--- config.mk ---
export PLATFORM = sky130hd
export DESIGN_NAME = adc_output_format_config
export DESIGN_NICKNAME = d
export VERILOG_FILES = /design/src/hw/fine_delay_line.v /design/src/hw/adc_output_format_config.v
export VERILOG_INCLUDE_DIRS = /design/src /design/src/hw
export SDC_FILE = /design/constraint.sdc
export NUM_CORES = 1
export LEC_CHECK = 0
export ABC_AREA = 0
export BUFFER_PORTS_ARGS = -buffer_cell sky130_fd_sc_hd__clkbuf_2
export CAP_MARGIN = 20
export CORE_UTILIZATION = 45
export CTS_CLUSTER_DIAMETER = 120
export CTS_CLUSTER_SIZE = 20
export DETAILED_ROUTE_END_ITERATION = 10
export GPL_ROUTABILITY_DRIVEN = 1
export HOLD_SLACK_MARGIN = 0.03
export PLACE_DENSITY = 0.64
export SLEW_MARGIN = 20
export SYNTH_ARGS = -nofsm -noshare
export SYNTH_HDL_FRONTEND = slang
export SYNTH_SLANG_ARGS = --single-unit
--- constraint.sdc ---
create_clock -name clock_in -period 4.75 [get_ports clock_in]
set_clock_uncertainty 0.2 [all_clocks]
set_input_delay 0.475 -clock clock_in [delete_from_list [all_inputs] [get_ports clock_in]]
set_output_delay 0.475 -clock clock_in [all_outputs]
set_load 0.02 [all_outputs]
--- src/hw/adc_fmt_map.vh ---
// register offsets, field positions, reset values and timing figures of the
// output format configuration block; definitions only
`ifndef ADC_FMT_MAP_VH
`define ADC_FMT_MAP_VH

// serial port framing
`define SPI_INSTR_BITS 5'h10
`define SPI_RW_BIT 15
`define SPI_LEN_HI 14
`define SPI_LEN_LO 13
`define SPI_ADDR_HI 12
`define SPI_BYTE_LAST 3'h7

// register offsets
`define ADDR_OUT_FORMAT 13'h0014
`define ADDR_OUT_DRIVE 13'h0015
`define ADDR_OUT_PHASE 13'h0016
`define ADDR_OUT_DELAY 13'h0017
`define ADDR_PATT1_LOW 13'h0019
`define ADDR_PATT1_HIGH 13'h001A

// reset values
`define RST_OUT_FORMAT 8'h00
`define RST_OUT_DRIVE 8'h22
`define RST_OUT_PHASE 8'h00
`define RST_OUT_DELAY 8'h00
`define RST_PATT 8'h00

// implemented bits per register; open bits read as zero
`define MASK_OUT_FORMAT 8'hD7
`define MASK_OUT_DRIVE 8'hFF
`define MASK_OUT_PHASE 8'h87
`define MASK_OUT_DELAY 8'hA7

// output format fields
`define FMT_CODE_HI 1
`define FMT_CODE_LO 0
`define FMT_INVERT_BIT 2
`define FMT_DISABLE_BIT 4
`define FMT_SUPPLY_HI 7
`define FMT_SUPPLY_LO 6
`define CODE_OFFSET_BIN 2'h0
`define CODE_TWOS 2'h1
`define CODE_GRAY 2'h2

// output phase fields
`define PHASE_INVERT_BIT 7
`define PHASE_ADJ_HI 2
`define PHASE_ADJ_LO 0

// output delay fields
`define DLY_CLK_EN_BIT 7
`define DLY_DATA_EN_BIT 5
`define DLY_CODE_HI 2
`define DLY_CODE_LO 0

// fine delay timing: step in ps and clock period in ps
`define DLY_STEP_PS 560
`define CLK_PERIOD_PS 4000

`endif

--- src/hw/fine_delay_line.v ---
// tapped delay line used for the fine output delay of clock and data
// assumes one clock; tap 0 means one register stage with no added delay
`timescale 1ns/100ps

module fine_delay_line #(
    parameter WIDTH = 12,
    parameter DEPTH = 2,
    parameter SEL_W = 2
) (
    // clock and reset
    input wire clock_in,
    input wire nrst_in,
    // data and tap select
    input wire [WIDTH-1:0] data_in,
    input wire [SEL_W-1:0] tap_in,
    output reg [WIDTH-1:0] data_out
);

    reg [WIDTH*DEPTH-1:0] pipe_reg;
    wire [WIDTH*(DEPTH+1)-1:0] taps;

    assign taps = {pipe_reg, data_in};

    always @(posedge clock_in or negedge nrst_in) begin
        if (!nrst_in) begin
            pipe_reg <= {(WIDTH*DEPTH){1'b0}};
            data_out <= {WIDTH{1'b0}};
        end else begin
            pipe_reg <= taps[WIDTH*DEPTH-1:0];
            data_out <= taps[tap_in*WIDTH +: WIDTH];
        end
    end

endmodule

--- src/hw/adc_output_format_config.v ---
// output format configuration registers and output formatter of the converter
// assumes serial port pins and sample inputs are synchronous to clock_in, and that
// enc_tick_in marks one input (sample) clock cycle as a one-cycle enable
//
// Notes on behaviour
// - format field picks offset binary, twos, gray
// - supply select field drives output supply setting
// - phase bit 7 inverts the output clock
// - phase adjust delays output clock 0..7 cycles
// - phase picks divider phase; latching stays fixed
// - fine delay touches only output edges
// - fine delay 0.56 ns steps rounded up to whole clocks, separate enables
`timescale 1ns/100ps
`include "adc_fmt_map.vh"

module adc_output_format_config #(
    parameter SAMPLE_W = 12,
    parameter DLY_DEPTH = ((8 * `DLY_STEP_PS) + `CLK_PERIOD_PS - 1) / `CLK_PERIOD_PS
) (
    // clock and reset
    input wire clock_in,
    input wire nrst_in,
    // serial control port
    input wire sclk_in,
    input wire csb_n_in,
    input wire sdio_in,
    output reg sdio_out,
    output reg sdio_oe_out,
    // conversion side
    input wire enc_tick_in,
    input wire [2:0] clk_div_ratio_in,
    input wire user_pattern_sel_in,
    input wire [SAMPLE_W-1:0] sample_in,
    // output pins
    output wire [SAMPLE_W-1:0] data_out,
    output reg data_oe_out,
    output wire output_sample_clock_out,
    output reg [1:0] io_supply_sel_out,
    output reg [7:0] drive_strength_out,
    output reg [15:0] user_pattern_one_out
);

    // ----------------------------------------
    // serial port
    // ----------------------------------------
    reg [7:0] fmt_reg, drive_reg, phase_reg, delay_reg, patt_lo_reg, patt_hi_reg;
    reg sclk_d_reg;
    reg [4:0] instr_cnt_reg;
    reg [15:0] instr_reg;
    reg [12:0] addr_reg;
    reg [2:0] bit_cnt_reg;
    reg [7:0] wr_shift_reg;
    reg [7:0] rd_shift_reg;
    reg [2:0] bytes_left_reg;
    reg stream_reg;
    reg active_reg;
    reg [7:0] rd_data;
    wire sclk_rise = sclk_in & ~sclk_d_reg;
    wire sclk_fall = ~sclk_in & sclk_d_reg;
    wire in_instr = (instr_cnt_reg != `SPI_INSTR_BITS);
    wire instr_done = sclk_rise & (instr_cnt_reg == `SPI_INSTR_BITS - 5'h01);
    wire is_read = instr_reg[`SPI_RW_BIT];
    wire byte_done = sclk_rise & ~in_instr & active_reg & (bit_cnt_reg == `SPI_BYTE_LAST);
    wire wr_strobe = byte_done & ~is_read;
    wire [7:0] wr_byte = {wr_shift_reg[6:0], sdio_in};
    wire [15:0] next_instr = {instr_reg[14:0], sdio_in};

    always @* begin
        case (addr_reg)
            `ADDR_OUT_FORMAT: rd_data = fmt_reg;
            `ADDR_OUT_DRIVE: rd_data = drive_reg;
            `ADDR_OUT_PHASE: rd_data = phase_reg;
            `ADDR_OUT_DELAY: rd_data = delay_reg;
            `ADDR_PATT1_LOW: rd_data = patt_lo_reg;
            `ADDR_PATT1_HIGH: rd_data = patt_hi_reg;
            default: rd_data = 8'h00;
        endcase
    end

    // msb first; length field 11 streams until chip select rises
    always @(posedge clock_in or negedge nrst_in) begin
        if (!nrst_in) begin
            sclk_d_reg <= 1'b0;
            instr_cnt_reg <= 5'h00;
            instr_reg <= 16'h0000;
            addr_reg <= 13'h0000;
            bit_cnt_reg <= 3'h0;
            wr_shift_reg <= 8'h00;
            rd_shift_reg <= 8'h00;
            bytes_left_reg <= 3'h0;
            stream_reg <= 1'b0;
            active_reg <= 1'b0;
            sdio_out <= 1'b0;
            sdio_oe_out <= 1'b0;
        end else begin
            sclk_d_reg <= sclk_in;
            if (csb_n_in) begin
                instr_cnt_reg <= 5'h00;
                bit_cnt_reg <= 3'h0;
                active_reg <= 1'b0;
                sdio_oe_out <= 1'b0;
            end else begin
                if (sclk_rise && in_instr) begin
                    instr_reg <= next_instr;
                    instr_cnt_reg <= instr_cnt_reg + 5'h01;
                end
                if (instr_done) begin
                    addr_reg <= next_instr[`SPI_ADDR_HI:0];
                    bytes_left_reg <= {1'b0, next_instr[`SPI_LEN_HI:`SPI_LEN_LO]};
                    stream_reg <= &next_instr[`SPI_LEN_HI:`SPI_LEN_LO];
                    active_reg <= 1'b1;
                    bit_cnt_reg <= 3'h0;
                end
                if (sclk_rise && !in_instr && active_reg) begin
                    wr_shift_reg <= wr_byte;
                    bit_cnt_reg <= bit_cnt_reg + 3'h1;
                end
                if (byte_done) begin
                    addr_reg <= addr_reg + 13'h0001;
                    if (!stream_reg) begin
                        if (bytes_left_reg == 3'h0) begin
                            active_reg <= 1'b0;
                        end
                        bytes_left_reg <= bytes_left_reg - 3'h1;
                    end
                end
                // read data changes on the falling edge so the host samples it stable
                if (sclk_fall && !in_instr && active_reg && is_read) begin
                    sdio_oe_out <= 1'b1;
                    if (bit_cnt_reg == 3'h0) begin
                        sdio_out <= rd_data[7];
                        rd_shift_reg <= {rd_data[6:0], 1'b0};
                    end else begin
                        sdio_out <= rd_shift_reg[7];
                        rd_shift_reg <= {rd_shift_reg[6:0], 1'b0};
                    end
                end
                if (sclk_fall && !active_reg) begin
                    sdio_oe_out <= 1'b0;
                end
            end
        end
    end

    // ----------------------------------------
    // register file
    // ----------------------------------------
    always @(posedge clock_in or negedge nrst_in) begin
        if (!nrst_in) begin
            fmt_reg <= `RST_OUT_FORMAT;
            drive_reg <= `RST_OUT_DRIVE;
            phase_reg <= `RST_OUT_PHASE;
            delay_reg <= `RST_OUT_DELAY;
            patt_lo_reg <= `RST_PATT;
            patt_hi_reg <= `RST_PATT;
        end else if (wr_strobe) begin
            case (addr_reg)
                `ADDR_OUT_FORMAT: fmt_reg <= wr_byte & `MASK_OUT_FORMAT;
                `ADDR_OUT_DRIVE: drive_reg <= wr_byte & `MASK_OUT_DRIVE;
                `ADDR_OUT_PHASE: phase_reg <= wr_byte & `MASK_OUT_PHASE;
                `ADDR_OUT_DELAY: delay_reg <= wr_byte & `MASK_OUT_DELAY;
                `ADDR_PATT1_LOW: patt_lo_reg <= wr_byte;
                `ADDR_PATT1_HIGH: patt_hi_reg <= wr_byte;
                default: patt_lo_reg <= patt_lo_reg;
            endcase
        end
    end

    always @(posedge clock_in or negedge nrst_in) begin
        if (!nrst_in) begin
            io_supply_sel_out <= 2'h0;
            drive_strength_out <= `RST_OUT_DRIVE;
            user_pattern_one_out <= 16'h0000;
        end else begin
            io_supply_sel_out <= fmt_reg[`FMT_SUPPLY_HI:`FMT_SUPPLY_LO];
            drive_strength_out <= drive_reg;
            user_pattern_one_out <= {patt_hi_reg, patt_lo_reg};
        end
    end

    // ----------------------------------------
    // sample latch, divider phase and formatting
    // ----------------------------------------
    reg [2:0] div_cnt_reg;
    reg [7:0] hist_reg;
    reg [SAMPLE_W-1:0] word_reg;
    reg [SAMPLE_W-1:0] launch_reg;
    reg clk_lvl_reg;
    reg [SAMPLE_W-1:0] coded;
    wire latch = enc_tick_in & (div_cnt_reg == 3'h0);
    wire [7:0] hist_now = {hist_reg[6:0], latch};
    wire [2:0] phase_adj = phase_reg[`PHASE_ADJ_HI:`PHASE_ADJ_LO];
    wire phase_hit = hist_now[phase_adj];
    wire [15:0] patt_word = {patt_hi_reg, patt_lo_reg};
    wire [SAMPLE_W-1:0] src = user_pattern_sel_in ? patt_word[15:16-SAMPLE_W] : sample_in;

    always @* begin
        case (fmt_reg[`FMT_CODE_HI:`FMT_CODE_LO])
            `CODE_TWOS: coded = src ^ ({{(SAMPLE_W-1){1'b0}}, 1'b1} << (SAMPLE_W - 1));
            `CODE_GRAY: coded = src ^ (src >> 1);
            default: coded = src;
        endcase
        if (fmt_reg[`FMT_INVERT_BIT]) begin
            coded = ~coded;
        end
    end

    // the latch point follows the divider only; phase adjust moves the output side
    always @(posedge clock_in or negedge nrst_in) begin
        if (!nrst_in) begin
            div_cnt_reg <= 3'h0;
            hist_reg <= 8'h00;
            word_reg <= {SAMPLE_W{1'b0}};
            launch_reg <= {SAMPLE_W{1'b0}};
            clk_lvl_reg <= 1'b0;
            data_oe_out <= 1'b0;
        end else begin
            data_oe_out <= ~fmt_reg[`FMT_DISABLE_BIT];
            if (enc_tick_in) begin
                div_cnt_reg <= (div_cnt_reg >= clk_div_ratio_in) ? 3'h0 : div_cnt_reg + 3'h1;
                hist_reg <= hist_now;
                if (latch) begin
                    word_reg <= coded;
                end
                if (phase_hit) begin
                    launch_reg <= word_reg;
                end
                clk_lvl_reg <= phase_hit ^ phase_reg[`PHASE_INVERT_BIT];
            end
        end
    end

    // ----------------------------------------
    // fine output delay
    // ----------------------------------------
    // steps below one clock period round up to whole cycles; a limitation of this clock rate
    wire [2:0] dly_code = delay_reg[`DLY_CODE_HI:`DLY_CODE_LO];
    wire [31:0] dly_ps = ({29'h0, dly_code} + 32'h1) * `DLY_STEP_PS;
    wire [31:0] dly_cyc = (dly_ps + `CLK_PERIOD_PS - 1) / `CLK_PERIOD_PS;
    wire [3:0] clk_tap = delay_reg[`DLY_CLK_EN_BIT] ? dly_cyc[3:0] : 4'h0;
    wire [3:0] data_tap = delay_reg[`DLY_DATA_EN_BIT] ? dly_cyc[3:0] : 4'h0;

    fine_delay_line #(.WIDTH(1), .DEPTH(DLY_DEPTH), .SEL_W(4)) clk_delay (
        .clock_in(clock_in),
        .nrst_in(nrst_in),
        .data_in(clk_lvl_reg),
        .tap_in(clk_tap),
        .data_out(output_sample_clock_out)
    );

    fine_delay_line #(.WIDTH(SAMPLE_W), .DEPTH(DLY_DEPTH), .SEL_W(4)) data_delay (
        .clock_in(clock_in),
        .nrst_in(nrst_in),
        .data_in(launch_reg),
        .tap_in(data_tap),
        .data_out(data_out)
    );

endmodule

==> reports/metrics.cfg <==
[outcome]
status=complete, no violations

[clocking]
clock_latency_ns=0.44
cts_tree=built
clock_tree.buffer_depth=2
tritoncts.num_buffers=17
clk_transition_reported_paths_ns=0.08
cts_max_level=4
post_cts_buffers=0
clock_tree.root_cell=clkbuf_16
sinks_on_the_clock_net=199

[job]
max-cap-violations=0

[power_and_ir_drop]
maximum_ir_drop_on_the_vdd_rail_mv=0.245
pwr_density_cell_nw_per_um2=392
pwr_total_uw=4100
intPower_uw=2940
clkPwrFrac_pct=36.6
seq_power_share_pct=52.0
power.leakage_uw=0.00490
switching_share_pct=28.3
p_comb_share_pct=11.4
total_switching_power_uw=1160

[synthesis]
syn-num-nets=860
synth_xor_xnor_area_share_pct=2.54
synth.cell_area_um2=9210
synth-async-reset-ratio_pct=100
synth-compound-area-share_pct=12.3
synth-adder-area-share_pct=4.21
muxShareOfSynthArea_pct=12.3
synth.area.top_cells=dfrtp_1 53%, mux2_2 9.5%, ha_1 4.2%
synth_simple_gate_area_share_pct=11.2
synthesis.instances=807
synth.top_cell.area_share_pct=53.0
syn_area_per_cell_um2=11.4
ys_seq_elements=199
synth-seq-area-share_pct=54.1
synth-edff-count=0
synth.lib_cells_used.distinct=66
synth_top_cell_by_area=dfrtp_1
yosysWarnings=0
synth_top_family_by_area=compound AO/OA/AOI/OAI gates
dominantRegCellSynth=dfrtp_1

[critical_path]
critPathMaxFanout=12
crit_slowest_cell=dfrtp_1
critical_path_depth=14
timing.critical_path.mode_cell=ha_1
ff2ff_path_depth=14
path_cells=ha_1 -> xor2_2 -> inv_1 -> ha_1 -> inv_1 -> ha_1 -> ha_1 -> nor3_2 -> xnor3_2 -> o211ai_1 -> a2bb2oi_1 -> o211ai_4 -> a31o_1 -> a221o_1
worst_path_required_ns=4.88
timing.critical_path.arrival_ns=4.60
crit_path_end_kind=flop
cp_top_family=compound AO/OA/AOI/OAI gates
sort_of_element_at_the_start_of_the_critical_path=flop
crit_path_max_incr_delay_ns=0.44
path_buf_inv=2
classification_of_the_worst_setup_path=flop to flop

[timing]
layout_worst_path_cycle_share_pct=94.2
fin_crit_ns=4.47
hold_viol_final=0
unrepaired_setup_endpoints_after_global_routing=false
finalMaxSlewViolations=0
timing.final.setup_violations=0
finalSetupTns_ns=0
fmax_mhz=224
slew_headroom_pct=39.0
tightestPinTransition_ns=0.915

[floorplan]
chipWidth_um=145
placeableCoreArea_um2=19800
die_area_um2=21000
num_rows=51
floorplan.initialDensity_pct=46.6
io_pins=64
die_height_um=145

[placed_design]
globalplace.congestion=0.858
post-place-cells=1107
dpl_cell_area_um2=9790
port_buffers=63
dp.final_hpwl_um=13300

[drt]
totalWireLength_um=18900
routedWlPerCell_um=16.6
routed_via_density=5.35
antenna_violating_nets_post_route=0
drt_iter0_drcs=264
drcViolationCount=0
drt_pre_antenna_iters=4
via_count=6101

[global_routing]
global_route_wire_length_before_repair_um=31700
grt_start_max_net_pins=116
gr-total-overflow=0
grt_pass1_vias=5988
global_route.usage.total_pct=19.2
grt_antenna_before_repair=0

[finish]
finalNetCount=916
post-route-util_pct=52.9
final_design_area_no_fill_um2=10500
drive_above_1_share_pct=23.7
area.growth.synth_to_final_pct=13.6
fin_cells=1141
antenna_cells_inserted=0
largest_register_ff_count=24

[hold_path]
hold_path_depth=0
worstHoldPathType=flop to flop

==> final cells by class <==
| class | count | area [um^2] |
|---|---|---|
| repair buffers | 80 | 457 |
| well taps | 265 | 332 |
| multi-input cells | 533 | 3920 |
| clock inverters | 15 | 214 |
| inverters | 32 | 123 |
| fillers | 1724 | 9320 |
| flip-flops and latches | 199 | 4980 |
| clock buffers | 17 | 425 |
==> power by group through the flow <==
stage / sequential [uW] / clock, uW / combinational, uW
finish: 2140 / 1500 / 468
global route: 2170 / 1610 / 534
CTS: 2140 / 1530 / 476
detailed placement: 2170 / 0 / 472
global placement: 2160 / 0 / 464
floorplan: 2160 / 0 / 294
==> what timing repair did <==
action	4_1_cts	5_1_grt
gates resized for setup	0	1
setup endpoints to repair	0	12
hold endpoints to repair	111	0
hold buffers	2	0
==> through the flow <==
step	setup WS [ns]	hold slack (ns)
after floorplan	0.161	-0.0206
after global placement	0.347	0.156
after detailed placement	0.178	0.162
after CTS	0.179	0.180
after global routing	0.0355	0.186
final	0.277	0.180
==> cells by family after synthesis <==
kind of cell               Yosys count
DFF                                199
AOI/OAI and AO/OA                  171
buffers and inverters               75
xor gates and xnor gates            25
and+or+nand+nor                    205
adders and majority gates           31
muxes                              101
==> path summary, 6_finish.rpt <==
path / to / slack [ns] / startpoint
worst min register to register: drive_strength_out[1] / 0.18 / drive_reg[1]
worst min-delay path: drive_strength_out[1] / 0.18 / drive_reg[1]
max in group asynchronous: drive_strength_out[5] / 2.74 / nrst_in
worst max register to register: data_delay.data_out[0] / 0.28 / delay_reg[1]
min in group asynchronous: drive_strength_out[0] / 0.54 / nrst_in
worst max-delay path: data_delay.data_out[0] / 0.28 / delay_reg[1]
==> placed cells by master, fill, tap and decap left out, types with 3 or more instances in the layout <==
master / synthesis / layout
inv_12: 0 / 3
a21oi_1: 58 / 58
o21ai_1: 6 / 6
buf_4: 0 / 15
nor2b_1: 14 / 14
a32oi_1: 3 / 3
nand3_1: 35 / 35
dfstp_2: 4 / 4
clkinv_8: 0 / 7
xor2_1: 19 / 18
ha_1: 31 / 31
a22oi_1: 16 / 16
nor3_1: 10 / 10
inv_1: 31 / 31
mux2_2: 78 / 78
mux2_1: 6 / 6
dfrtp_1: 195 / 195
clkbuf_16: 0 / 17
nor2_1: 48 / 48
nand2b_1: 9 / 9
and2_1: 5 / 5
a211oi_1: 4 / 4
mux2i_1: 16 / 16
o21ai_0: 34 / 34
nand2_1: 51 / 51
clkbuf_2: 0 / 62
a221o_1: 13 / 13
inv_8: 0 / 3
a31oi_1: 7 / 7
nand3b_1: 3 / 3
nor3_2: 3 / 3
xnor2_1: 5 / 5
o211ai_1: 5 / 5
and3_1: 9 / 9
a221oi_1: 3 / 3
==> cell usage after synthesis, types with 4 or more instances <==
library cell  count
a221o_1          13
mux2i_1          16
ha_1             31
buf_1             5
nand2b_1          9
clkbuf_1         29
xor2_1           19
xnor2_1           5
a22oi_1          16
nand2_1          51
dfrtp_1         195
and2_1            5
mux2_1            6
a211oi_1          4
o21ai_1           6
o211ai_1          5
nor3_1           10
nand3_1          35
nor2_1           48
buf_2             7
inv_1            31
mux2_2           78
o21ai_0          34
dfstp_2           4
and3_1            9
a21oi_1          58
nor2b_1          14
a31oi_1           7
==> routing by layer <==
layer,track usage [%],vias to the layer above,routed length (um)
li1,-,2996,-
met2,31.0,80,9200
met3,3.99,21,517
met5,0,-,0
met1,25.8,3004,8900
met4,6.11,0,314
No activity file was read; power rests on OpenSTA's default activity.
